### src/core/rss_pkg.sv
// shared constants, field layout and types for the reset and start-up sequencer
package rss_pkg;

    // ------------------------------------------------------------
    // timing
    // ------------------------------------------------------------
    localparam int MCLK_MHZ = 250;
    localparam int PUP_DELAY_MS = 72;
    localparam int INTOSC_HZ = 32000; // internal osc rate, plain default
    localparam int PUP_TICKS = PUP_DELAY_MS * INTOSC_HZ / 1000;
    localparam int OSC_START_CYCLES = 1024;
    localparam int BROWN_MIN_US = 100;
    localparam int BROWN_MIN_CYC = BROWN_MIN_US * MCLK_MHZ;
    localparam int PIN_FILT_NS = 100;
    localparam int PIN_FILT_CYC = (PIN_FILT_NS * MCLK_MHZ + 999) / 1000;
    localparam int CNT_W = 24;
    localparam int REL_STAGES = 2;

    // ------------------------------------------------------------
    // register map and fields
    // ------------------------------------------------------------
    localparam logic [7:0] ADDR_CTRL = 8'h00;
    localparam logic [7:0] ADDR_STAT = 8'h04;
    localparam int CTRL_OSC_LO = 0;
    localparam int CTRL_PUP_EN = 2;
    localparam int CTRL_BROWN_EN = 3;
    localparam logic [3:0] CTRL_RESET = 4'hF;
    localparam int STAT_EXPIRY = 0;
    localparam int STAT_PDOWN = 1;
    localparam int STAT_PON = 2;
    localparam int STAT_BROWN = 3;
    localparam int STAT_CAUSE = 4;
    localparam int STAT_STATE = 7;
    localparam int STAT_SLEEP = 9;

    typedef enum logic [1:0] {
        LOW_POWER_CRYSTAL_MODE = 2'h0,
        STANDARD_CRYSTAL_MODE = 2'h1,
        HIGH_SPEED_CRYSTAL_MODE = 2'h2,
        RESISTOR_CAPACITOR_MODE = 2'h3
    } rss_osc_e;

    typedef enum logic [2:0] {
        CAUSE_NONE = 3'h0,
        CAUSE_POWER_ON = 3'h1,
        CAUSE_PIN_RUN = 3'h2,
        CAUSE_PIN_SLEEP = 3'h3,
        CAUSE_WATCHDOG_RUN = 3'h4,
        CAUSE_WATCHDOG_WAKE = 3'h5,
        CAUSE_BROWNOUT = 3'h6
    } rss_cause_e;

    // gray coded along supply wait, power-up, osc start, run
    typedef enum logic [1:0] {
        ST_SUPPLY_WAIT = 2'b00,
        ST_PUP = 2'b01,
        ST_OSC_START = 2'b11,
        ST_RUN = 2'b10
    } rss_state_e;

    // any of the three crystal modes
    function automatic logic isCrystal(input rss_osc_e mode);
        return mode != RESISTOR_CAPACITOR_MODE;
    endfunction

endpackage

### src/core/rss_filt_if.sv
// raw and filtered level between the sequencer and a glitch filter
`timescale 1ns/1ps
interface rss_filt_if;
    logic raw;
    logic clean;
    modport src (output raw, input clean);
    modport flt (input raw, output clean);
endinterface

### src/core/rss_glitch_filter.sv
// glitch filter: output follows input only after a steady run of COUNT cycles
`timescale 1ns/1ps
module rss_glitch_filter #(
    parameter int COUNT = 2
) (
    // clock and reset
    input wire logic clk,
    input wire logic rst_n,
    // filtered level
    rss_filt_if.flt port
);
    localparam int W = $clog2(COUNT + 1);

    logic [W-1:0] run;

    // ------------------------------------------------------------
    // run counter
    // ------------------------------------------------------------
    // any return to the old level restarts the count, so pulses are dropped
    always_ff @(posedge clk or negedge rst_n) begin
        if (!rst_n) begin
            run <= '0;
            port.clean <= 1'b0;
        end else if (port.raw == port.clean) begin
            run <= '0;
        end else if (run == W'(COUNT - 1)) begin
            run <= '0;
            port.clean <= port.raw;
        end else begin
            run <= run + 1'b1;
        end
    end
endmodule

### src/core/rss_release_sync.sv
// reset release stage: asserts at once, releases after a few clean edges
`timescale 1ns/1ps
module rss_release_sync (
    // clock and reset
    input wire logic clk,
    input wire logic rst_n,
    // hold request and released reset
    input wire logic holdReq,
    output logic release_n
);
    logic [rss_pkg::REL_STAGES-1:0] stage;

    // ------------------------------------------------------------
    // release shifter
    // ------------------------------------------------------------
    always_ff @(posedge clk or negedge rst_n) begin
        if (!rst_n) begin
            stage <= '0;
        end else if (holdReq) begin
            stage <= '0;
        end else begin
            stage <= {stage[rss_pkg::REL_STAGES-2:0], 1'b1};
        end
    end

    assign release_n = stage[rss_pkg::REL_STAGES-1];
endmodule

### src/core/rss_sequencer.sv
// reset and start-up sequencer with wishbone register slave
//
// The implementer's own choices: the Wishbone slave port and the address map.
`timescale 1ns/1ps
module rss_sequencer #(
    parameter int PUP_TICKS = rss_pkg::PUP_TICKS,
    parameter int BROWN_MIN_CYC = rss_pkg::BROWN_MIN_CYC
) (
    // clock and reset
    input wire logic mclk,
    input wire logic rst_n,
    // wishbone slave
    input wire logic wb_cyc_i,
    input wire logic wb_stb_i,
    input wire logic wb_we_i,
    input wire logic [7:0] wb_adr_i,
    input wire logic [3:0] wb_sel_i,
    input wire logic [31:0] wb_dat_i,
    output logic [31:0] wb_dat_o,
    output logic wb_ack_o,
    // supply monitors
    input wire logic powerOnPulse,
    input wire logic supplyBelowThreshold,
    // external reset pin, low means reset
    input wire logic externalResetPinIn,
    output logic externalResetPinOut,
    output logic externalResetPinOe,
    // watchdog and sleep control from the core
    input wire logic watchdogExpire,
    input wire logic watchdogClear,
    input wire logic sleepEnter,
    // timing sources
    input wire logic oscillatorInputPin,
    input wire logic pupOscIn,
    // core side
    output logic coreReset_n,
    output logic coreRun,
    output logic registerLoad,
    output logic coldStart,
    output logic sleeping,
    output logic [2:0] resetCause
);

    // ------------------------------------------------------------
    // declarations
    // ------------------------------------------------------------
    rss_filt_if pinIf ();
    rss_filt_if supIf ();

    rss_pkg::rss_state_e state;
    rss_pkg::rss_state_e next_state;
    rss_pkg::rss_osc_e oscSelect;
    logic powerUpTimerEnableBit;
    logic brownoutEnableBit;
    logic expiryFlag;
    logic powerdownFlag;
    logic powerOnFlag;
    logic brownoutFlag;
    logic [rss_pkg::CNT_W-1:0] pupCount;
    logic [rss_pkg::CNT_W-1:0] oscCount;
    logic oscPrev;
    logic pupPrev;
    logic pinLowPrev;
    logic supLowPrev;
    logic oscStartArmed;
    logic wakeMode;
    logic watchdogHold;
    logic relOut;
    logic oscTick;
    logic pupTick;
    logic pinLow;
    logic supLow;
    logic pinFall;
    logic brownFall;
    logic watchdogReset;
    logic watchdogWake;
    logic pupNeeded;
    logic pupDone;
    logic oscDone;
    logic holdReq;
    logic wbReq;
    logic wbWrite;
    logic [31:0] readValue;
    rss_pkg::rss_cause_e next_cause;

    // rising edge of a sampled clock-like input
    function automatic logic risingEdge(input logic cur, input logic prev);
        return cur & ~prev;
    endfunction

    // ------------------------------------------------------------
    // input conditioning
    // ------------------------------------------------------------
    // pin is inverted so the filter works on "reset requested"
    assign pinIf.raw = ~externalResetPinIn;
    assign supIf.raw = supplyBelowThreshold;

    rss_glitch_filter #(
        .COUNT(rss_pkg::PIN_FILT_CYC)
    ) pinFilter (
        .clk(mclk),
        .rst_n(rst_n),
        .port(pinIf)
    );

    rss_glitch_filter #(
        .COUNT(BROWN_MIN_CYC)
    ) supFilter (
        .clk(mclk),
        .rst_n(rst_n),
        .port(supIf)
    );

    // edge history of the timing sources and filtered levels
    always_ff @(posedge mclk or negedge rst_n) begin
        if (!rst_n) begin
            oscPrev <= 1'b0;
            pupPrev <= 1'b0;
            pinLowPrev <= 1'b0;
            supLowPrev <= 1'b0;
        end else begin
            oscPrev <= oscillatorInputPin;
            pupPrev <= pupOscIn;
            pinLowPrev <= pinLow;
            supLowPrev <= supLow;
        end
    end

    // same pin counts a crystal or a driven clock alike
    assign oscTick = risingEdge(oscillatorInputPin, oscPrev);
    assign pupTick = risingEdge(pupOscIn, pupPrev);
    assign pinLow = pinIf.clean;
    assign supLow = supIf.clean & brownoutEnableBit;
    assign pinFall = pinLow & ~pinLowPrev;
    assign brownFall = supLow & ~supLowPrev;
    assign watchdogReset = watchdogExpire & ~sleeping;
    assign watchdogWake = watchdogExpire & sleeping;

    // ------------------------------------------------------------
    // sequence control
    // ------------------------------------------------------------
    // the power-up enable bit is active low; brownout forces it on
    assign pupNeeded = ~powerUpTimerEnableBit | brownoutEnableBit;
    assign pupDone = pupTick && pupCount == rss_pkg::CNT_W'(PUP_TICKS - 1);
    assign oscDone = oscTick &&
        oscCount == rss_pkg::CNT_W'(rss_pkg::OSC_START_CYCLES - 1);

    // next state; power-on wins, then a live brownout
    always_comb begin
        next_state = state;
        if (powerOnPulse) begin
            if (supLow) begin
                next_state = rss_pkg::ST_SUPPLY_WAIT;
            end else if (pupNeeded) begin
                next_state = rss_pkg::ST_PUP;
            end else if (rss_pkg::isCrystal(oscSelect)) begin
                next_state = rss_pkg::ST_OSC_START;
            end else begin
                next_state = rss_pkg::ST_RUN;
            end
        end else if (supLow) begin
            next_state = rss_pkg::ST_SUPPLY_WAIT;
        end else begin
            case (state)
                rss_pkg::ST_SUPPLY_WAIT: begin
                    next_state = rss_pkg::ST_PUP;
                end
                rss_pkg::ST_PUP: begin
                    if (pupDone) begin
                        next_state = oscStartArmed ? rss_pkg::ST_OSC_START
                                                   : rss_pkg::ST_RUN;
                    end
                end
                rss_pkg::ST_OSC_START: begin
                    if (oscDone) begin
                        next_state = rss_pkg::ST_RUN;
                    end
                end
                rss_pkg::ST_RUN: begin
                    if (watchdogWake && rss_pkg::isCrystal(oscSelect)) begin
                        next_state = rss_pkg::ST_OSC_START;
                    end
                end
                default: begin
                    next_state = rss_pkg::ST_SUPPLY_WAIT;
                end
            endcase
        end
    end

    // state register
    always_ff @(posedge mclk or negedge rst_n) begin
        if (!rst_n) begin
            state <= rss_pkg::ST_SUPPLY_WAIT;
        end else begin
            state <= next_state;
        end
    end

    // after the power-up timer, osc start only follows power-on, never a brownout path
    always_ff @(posedge mclk or negedge rst_n) begin
        if (!rst_n) begin
            oscStartArmed <= 1'b0;
        end else if (powerOnPulse) begin
            oscStartArmed <= rss_pkg::isCrystal(oscSelect);
        end else if (brownFall) begin
            oscStartArmed <= 1'b0;
        end
    end

    // wake from sleep waits on the oscillator without resetting the core
    always_ff @(posedge mclk or negedge rst_n) begin
        if (!rst_n) begin
            wakeMode <= 1'b0;
        end else if (powerOnPulse || supLow) begin
            wakeMode <= 1'b0;
        end else if (state == rss_pkg::ST_RUN && watchdogWake) begin
            wakeMode <= rss_pkg::isCrystal(oscSelect);
        end else if (state != rss_pkg::ST_OSC_START) begin
            wakeMode <= 1'b0;
        end
    end

    // power-up count restarts from zero on every entry
    always_ff @(posedge mclk or negedge rst_n) begin
        if (!rst_n) begin
            pupCount <= '0;
        end else if (powerOnPulse || state != rss_pkg::ST_PUP
                || next_state != rss_pkg::ST_PUP) begin
            pupCount <= '0;
        end else if (pupTick) begin
            pupCount <= pupCount + 1'b1;
        end
    end

    // oscillator start count
    always_ff @(posedge mclk or negedge rst_n) begin
        if (!rst_n) begin
            oscCount <= '0;
        end else if (powerOnPulse || state != rss_pkg::ST_OSC_START) begin
            oscCount <= '0;
        end else if (oscTick) begin
            oscCount <= oscCount + 1'b1;
        end
    end

    // watchdog reset is an internal one-cycle hold only
    always_ff @(posedge mclk or negedge rst_n) begin
        if (!rst_n) begin
            watchdogHold <= 1'b0;
        end else begin
            watchdogHold <= watchdogReset;
        end
    end

    // ------------------------------------------------------------
    // reset release
    // ------------------------------------------------------------
    // a pin held low past the timeouts lets go once the glitch filter sees it high, without rerunning the timeouts
    assign holdReq = (state != rss_pkg::ST_RUN && !wakeMode) || powerOnPulse
        || pinLow || watchdogHold;

    rss_release_sync releaseSync (
        .clk(mclk),
        .rst_n(rst_n),
        .holdReq(holdReq),
        .release_n(relOut)
    );

    // core outputs, each from its own flop
    always_ff @(posedge mclk or negedge rst_n) begin
        if (!rst_n) begin
            coreReset_n <= 1'b0;
            coreRun <= 1'b0;
        end else begin
            coreReset_n <= relOut;
            coreRun <= relOut && state == rss_pkg::ST_RUN && !sleeping;
        end
    end

    // reset class strobes for the rest of the chip
    always_ff @(posedge mclk or negedge rst_n) begin
        if (!rst_n) begin
            registerLoad <= 1'b0;
            coldStart <= 1'b0;
        end else begin
            registerLoad <= powerOnPulse | brownFall | pinFall | watchdogReset;
            coldStart <= powerOnPulse;
        end
    end

    // the pin is input only; internal resets never pull it
    always_ff @(posedge mclk or negedge rst_n) begin
        if (!rst_n) begin
            externalResetPinOut <= 1'b0;
            externalResetPinOe <= 1'b0;
        end else begin
            externalResetPinOut <= 1'b0;
            externalResetPinOe <= 1'b0;
        end
    end

    // ------------------------------------------------------------
    // reset cause and status flags
    // ------------------------------------------------------------
    always_comb begin
        if (powerOnPulse) begin
            next_cause = rss_pkg::CAUSE_POWER_ON;
        end else if (brownFall) begin
            next_cause = rss_pkg::CAUSE_BROWNOUT;
        end else if (pinFall) begin
            next_cause = sleeping ? rss_pkg::CAUSE_PIN_SLEEP : rss_pkg::CAUSE_PIN_RUN;
        end else if (watchdogExpire) begin
            next_cause = sleeping ? rss_pkg::CAUSE_WATCHDOG_WAKE
                                  : rss_pkg::CAUSE_WATCHDOG_RUN;
        end else begin
            next_cause = rss_pkg::rss_cause_e'(resetCause);
        end
    end

    always_ff @(posedge mclk or negedge rst_n) begin
        if (!rst_n) begin
            resetCause <= rss_pkg::CAUSE_NONE;
        end else begin
            resetCause <= next_cause;
        end
    end

    // expiry/powerdown pair; reset events outrank core commands
    always_ff @(posedge mclk or negedge rst_n) begin
        if (!rst_n) begin
            expiryFlag <= 1'b1;
            powerdownFlag <= 1'b1;
        end else if (powerOnPulse || brownFall) begin
            expiryFlag <= 1'b1;
            powerdownFlag <= 1'b1;
        end else if (pinFall) begin
            if (sleeping) begin
                expiryFlag <= 1'b1;
                powerdownFlag <= 1'b0;
            end
        end else if (watchdogExpire) begin
            expiryFlag <= 1'b0;
            powerdownFlag <= ~sleeping;
        end else if (watchdogClear) begin
            expiryFlag <= 1'b1;
            powerdownFlag <= 1'b1;
        end else if (sleepEnter) begin
            expiryFlag <= 1'b1;
            powerdownFlag <= 1'b0;
        end
    end

    // sleep state, left by any reset or wake
    always_ff @(posedge mclk or negedge rst_n) begin
        if (!rst_n) begin
            sleeping <= 1'b0;
        end else if (powerOnPulse || brownFall || pinFall || watchdogExpire) begin
            sleeping <= 1'b0;
        end else if (sleepEnter) begin
            sleeping <= 1'b1;
        end
    end

    // ------------------------------------------------------------
    // wishbone slave
    // ------------------------------------------------------------
    // ack one cycle after the request; write lands on the acked edge
    assign wbReq = wb_cyc_i & wb_stb_i;
    assign wbWrite = wbReq & wb_we_i & wb_ack_o & wb_sel_i[0];

    always_ff @(posedge mclk or negedge rst_n) begin
        if (!rst_n) begin
            wb_ack_o <= 1'b0;
        end else begin
            wb_ack_o <= wbReq & ~wb_ack_o;
        end
    end

    // configuration; held through every device reset, only rst_n loads it
    always_ff @(posedge mclk or negedge rst_n) begin
        if (!rst_n) begin
            oscSelect <= rss_pkg::rss_osc_e'(rss_pkg::CTRL_RESET[1:0]);
            powerUpTimerEnableBit <= rss_pkg::CTRL_RESET[rss_pkg::CTRL_PUP_EN];
            brownoutEnableBit <= rss_pkg::CTRL_RESET[rss_pkg::CTRL_BROWN_EN];
        end else if (wbWrite && wb_adr_i == rss_pkg::ADDR_CTRL) begin
            oscSelect <= rss_pkg::rss_osc_e'(
                wb_dat_i[rss_pkg::CTRL_OSC_LO +: 2]);
            powerUpTimerEnableBit <= wb_dat_i[rss_pkg::CTRL_PUP_EN];
            brownoutEnableBit <= wb_dat_i[rss_pkg::CTRL_BROWN_EN];
        end
    end

    // power-on flag: hardware clear wins over a software write
    always_ff @(posedge mclk or negedge rst_n) begin
        if (!rst_n) begin
            powerOnFlag <= 1'b0;
        end else if (powerOnPulse) begin
            powerOnFlag <= 1'b0;
        end else if (wbWrite && wb_adr_i == rss_pkg::ADDR_STAT) begin
            powerOnFlag <= wb_dat_i[rss_pkg::STAT_PON];
        end
    end

    // brownout flag: meaningless while brownout is disabled
    always_ff @(posedge mclk or negedge rst_n) begin
        if (!rst_n) begin
            brownoutFlag <= 1'b0;
        end else if (brownFall) begin
            brownoutFlag <= 1'b0;
        end else if (wbWrite && wb_adr_i == rss_pkg::ADDR_STAT) begin
            brownoutFlag <= wb_dat_i[rss_pkg::STAT_BROWN];
        end
    end

    // read mux; unmapped addresses read zero
    always_comb begin
        readValue = '0;
        case (wb_adr_i)
            rss_pkg::ADDR_CTRL: begin
                readValue[rss_pkg::CTRL_OSC_LO +: 2] = oscSelect;
                readValue[rss_pkg::CTRL_PUP_EN] = powerUpTimerEnableBit;
                readValue[rss_pkg::CTRL_BROWN_EN] = brownoutEnableBit;
            end
            rss_pkg::ADDR_STAT: begin
                readValue[rss_pkg::STAT_EXPIRY] = expiryFlag;
                readValue[rss_pkg::STAT_PDOWN] = powerdownFlag;
                readValue[rss_pkg::STAT_PON] = powerOnFlag;
                readValue[rss_pkg::STAT_BROWN] = brownoutFlag;
                readValue[rss_pkg::STAT_CAUSE +: 3] = resetCause;
                readValue[rss_pkg::STAT_STATE +: 2] = state;
                readValue[rss_pkg::STAT_SLEEP] = sleeping;
            end
            default: begin
                readValue = '0;
            end
        endcase
    end

    always_ff @(posedge mclk or negedge rst_n) begin
        if (!rst_n) begin
            wb_dat_o <= '0;
        end else if (wbReq && !wb_ack_o) begin
            wb_dat_o <= readValue;
        end
    end

endmodule

### config.mk
export PLATFORM = sky130hd
export DESIGN_NAME = rss_sequencer
export DESIGN_NICKNAME = d
export VERILOG_FILES = /design/src/core/rss_pkg.sv /design/src/core/rss_filt_if.sv /design/src/core/rss_glitch_filter.sv /design/src/core/rss_release_sync.sv /design/src/core/rss_sequencer.sv
export SDC_FILE = /design/constraint.sdc
export NUM_CORES = 1
export LEC_CHECK = 0
export ABC_AREA = 1
export BUFFER_PORTS_ARGS = -buffer_cell sky130_fd_sc_hd__buf_2
export CAP_MARGIN = 20
export CORE_UTILIZATION = 30
export CTS_CLUSTER_SIZE = 30
export DETAILED_ROUTE_END_ITERATION = 6
export GPL_TIMING_DRIVEN = 0
export PLACE_DENSITY = 0.54
export SETUP_SLACK_MARGIN = 0.02
export SYNTH_ARGS = -nofsm -noshare
export SYNTH_HDL_FRONTEND = slang
export SYNTH_SLANG_ARGS = --single-unit
export TNS_END_PERCENT = 100
### constraint.sdc
create_clock -name mclk -period 1.8 [get_ports mclk]
set_input_delay 0.45 -clock mclk [delete_from_list [all_inputs] [get_ports mclk]]
set_output_delay 0.45 -clock mclk [all_outputs]
set_load 0.005 [all_outputs]
==> run_results.csv <==
group,metric,value,unit
grt,grt_pass1_vias,4521,
synth,syn_area,5910,µm²
drt,wl_per_cell,11.8,µm
worst_setup_path,crit_required,2050,ps
worst_setup_path,rrSetupSlack,90,ps
floorplanning,rows,50,
layout,area_growth,20.0,%
sta,holdWs,210,ps
drt,num_vias,4785,
sta,tns,0,ps
floorplanning,die_h,142,µm
drt,routed_wl,12800,µm
cts,worstSkewPairLatency,360,ps
grt,overflow,0,
sta,grt_setup_unrepaired,"true",
sta,fin_skew,7.02,ps
sta,setup_violations,0,
cts,cts_root_buf,"clkbuf_16",
sta,period_minus_slack,1710,ps
worst_setup_path,cp.arrival,1960,ps
grt,track_usage,0.135,
cts,tritoncts,"yes",
drt,viasPerCell,4.39,
sta,slew_violations,0,
cts,clkTransAtPathRegs,80,ps
floorplanning,chipWidth,142,µm
synth,synth_cell_types,45,
worst_setup_path,crit_type,"reg2reg",
grt,grt_pass1_wl,21600,µm
synth,yosysTopAreaCell,"dfrtp_1",
layout,final_cells,1090,
floorplanning,dieArea,20300,µm²
sta,fin_crit_sh,0.951,
layout,fin_nets,887,
synth,synth_top_area_frac,0.432,
worst_setup_path,slowest_stage,"dfrtp_1",
synth,synth-seq-cells,108,
synth,syn-mean-instance-area,8.06,µm²
placed_design,dp_cells,1061,
worst_hold_path,hp-class,"in2reg",
floorplanning,coreArea,19000,µm²
worst_setup_path,critical_path.startpoint,"pupCount[1]",
layout,mostFrequentLayoutCells,"nand2_1, inv_1, dfrtp_1",
drt,drt_iter0_markers,331,
worst_setup_path,crit_path_end_kind,"flop",
worst_setup_path,crit-reg2reg-launch,"pupCount[1]",
cts,htree_levels,3,
grt,grt_antenna_before_repair,0,
synth,ys_seq_area_frac,0.459,
power,p_leak,0.00326,µW
worst_setup_path,cp-start-kind,"flop",
cts,clock_sinks,108,
floorplanning,io_pins,100,
placed_design,hpwlAfterDp,9350,µm
synth,ys_top_cells_by_area,"dfrtp_1, nand2_1, inv_1",
worst_hold_path,worstHoldStart,"powerOnPulse",
worst_setup_path,crit_path_max_fanout,7,
sta,fmax,584,MHz
grt,grt_max_degree,90,
sta,timing.final.hold_violations,0,
synth,yosysWarnings,0,
layout,layout-drive-gt1-share,0.227,
run,max-cap-violations,0,
synth,syn_inst,733,
layout,antenna_cells,0,
power,irDropWorstVdd,0.399,mV
placed_design,io_buffers,44,
cts,numCtsBuffers,9,
layout,final_common_cell,"nand2_1",
worst_setup_path,critical-path-max-stage-delay,420,ps
power,p_per_area,696,nW/µm²
cts,ctsLongestPathBuffers,2,
floorplanning,start_util,0.311,
drt,drtPass1Iterations,4,
worst_setup_path,path_cells,"ha_4 > nand2_4 > nor2_2 > nand2_1 > nor2_2 > nand3_2 > nand2_2 > nand3_2 > nand3_4 > clkbuf_16 > nor2_2",
drt,route.detailed.drc,0,
drt,ant_nets,0,
status,status,"finished clean",
placed_design,gp_congestion,0.845,
worst_setup_path,crit_top_cell,"nor2_2",
[critical path: cells and delay by family (launching register included)]
family | cells | cell delay [ps]
DFF | 1 | 420
adders and majority gates | 1 | 170
buffers and inverters | 1 | 180
and+or+nand+nor | 9 | 820
[metrics by stage]
stage	worst slack [ps]	util	cell area [µm²]	total power [µW]
after global routing	-22.0	0.373	7090	5160
after floorplan	245	-	5990	2760
after global placement	-1110	0.344	6540	2910
after detailed placement	-149	0.346	6570	2920
after CTS	32.1	0.362	6880	5010
final	88.3	0.373	7090	4930
[Yosys cell counts (all sizes together)]
| cell | number |
|---|---|
| nor4 | 4 |
| a31oi | 8 |
| nand3 | 38 |
| clkbuf | 3 |
| o22ai | 1 |
| conb | 1 |
| nand2 | 132 |
| a32o | 1 |
| a21oi | 24 |
| and2 | 1 |
| nor3 | 24 |
| xor2 | 14 |
| dfrtp | 102 |
| nand4 | 29 |
| a211oi | 3 |
| or2 | 1 |
| buf | 29 |
| o21a | 4 |
| o221ai | 1 |
| mux2i | 1 |
| nor2 | 139 |
| xnor2 | 5 |
| dfstp | 6 |
| nor3b | 3 |
| inv | 109 |
| ha | 5 |
| o31ai | 3 |
| o21ai | 41 |
| mux2 | 1 |
[metal layers]
metal / routed length, µm / share of wire / GRT usage / vias to the layer above
met5: 0 / 0 / 0 / -
met2: 5820 / 0.45 / 0.208 / 58
met1: 6520 / 0.51 / 0.187 / 2217
met4: 141 / 0.011 / 0.0413 / 0
met3: 351 / 0.027 / 0.0293 / 12
li1: - / - / - / 2498
[sequential cells by signal, indices dropped and copies added (netlist names), 2 cells and up]
signal,cells
pupCount,24
wb_dat_o,10
supFilter.run,15
pinFilter.run,5
oscSelect,2
releaseSync.stage,2
oscCount,24
state,2
resetCause,3
[path summary, 6_finish.rpt]
path	endpoint	cells after the start
max	pupCount[6]	11
min	coldStart	1
max reg2reg	pupCount[6]	11
min reg2reg	coreReset_n	0
max in group asynchronous	oscSelect[1]	3
min in group asynchronous	supFilter.run[9]	2
[cell families (layout without fill, tap and decap cells)]
| family | Yosys count | in the layout | share of synthesized area |
|---|---|---|---|
| simple gates | 371 | 371 | 0.309 |
| buf+inv | 141 | 215 | 0.108 |
| flops | 108 | 108 | 0.459 |
| compound gates | 86 | 86 | 0.0811 |
| xor+xnor | 19 | 19 | 0.0282 |
| fa+ha+maj | 5 | 5 | 0.0106 |
| mux | 2 | 2 | 0.00360 |
| other cells | 1 | 24 | 0.000635 |
[power breakdown]
part / leakage, µW / internal (µW) / total (µW) / switching [µW]
clock: 0.000140 / 1090 / 2040 / 950
combinational: 0.00168 / 157 / 373 / 217
sequential: 0.00143 / 2480 / 2520 / 40.0
total: 0.00326 / 3730 / 4930 / 1210
[repair_timing]
item                       4_1_cts  5_1_grt
setup endpoints to repair        1       36
hold buffers                     1        0
hold endpoints to repair        19        0
gates cloned                     0        1
buffers inserted                 0       12
pin swaps                        0        8
resized for setup                1       25
[area by class of cell]
cell class	count	area, µm²
Tap cell	260	325
Fill cell	2021	11900
Clock inverter	6	71.3
Inverter	109	409
Multi-Input combinational cell	507	2720
Buffer	31	244
Clock buffer	10	229
Timing Repair Buffer	59	379
Sequential cell	108	2710
(Power assumes the default switching activity.)
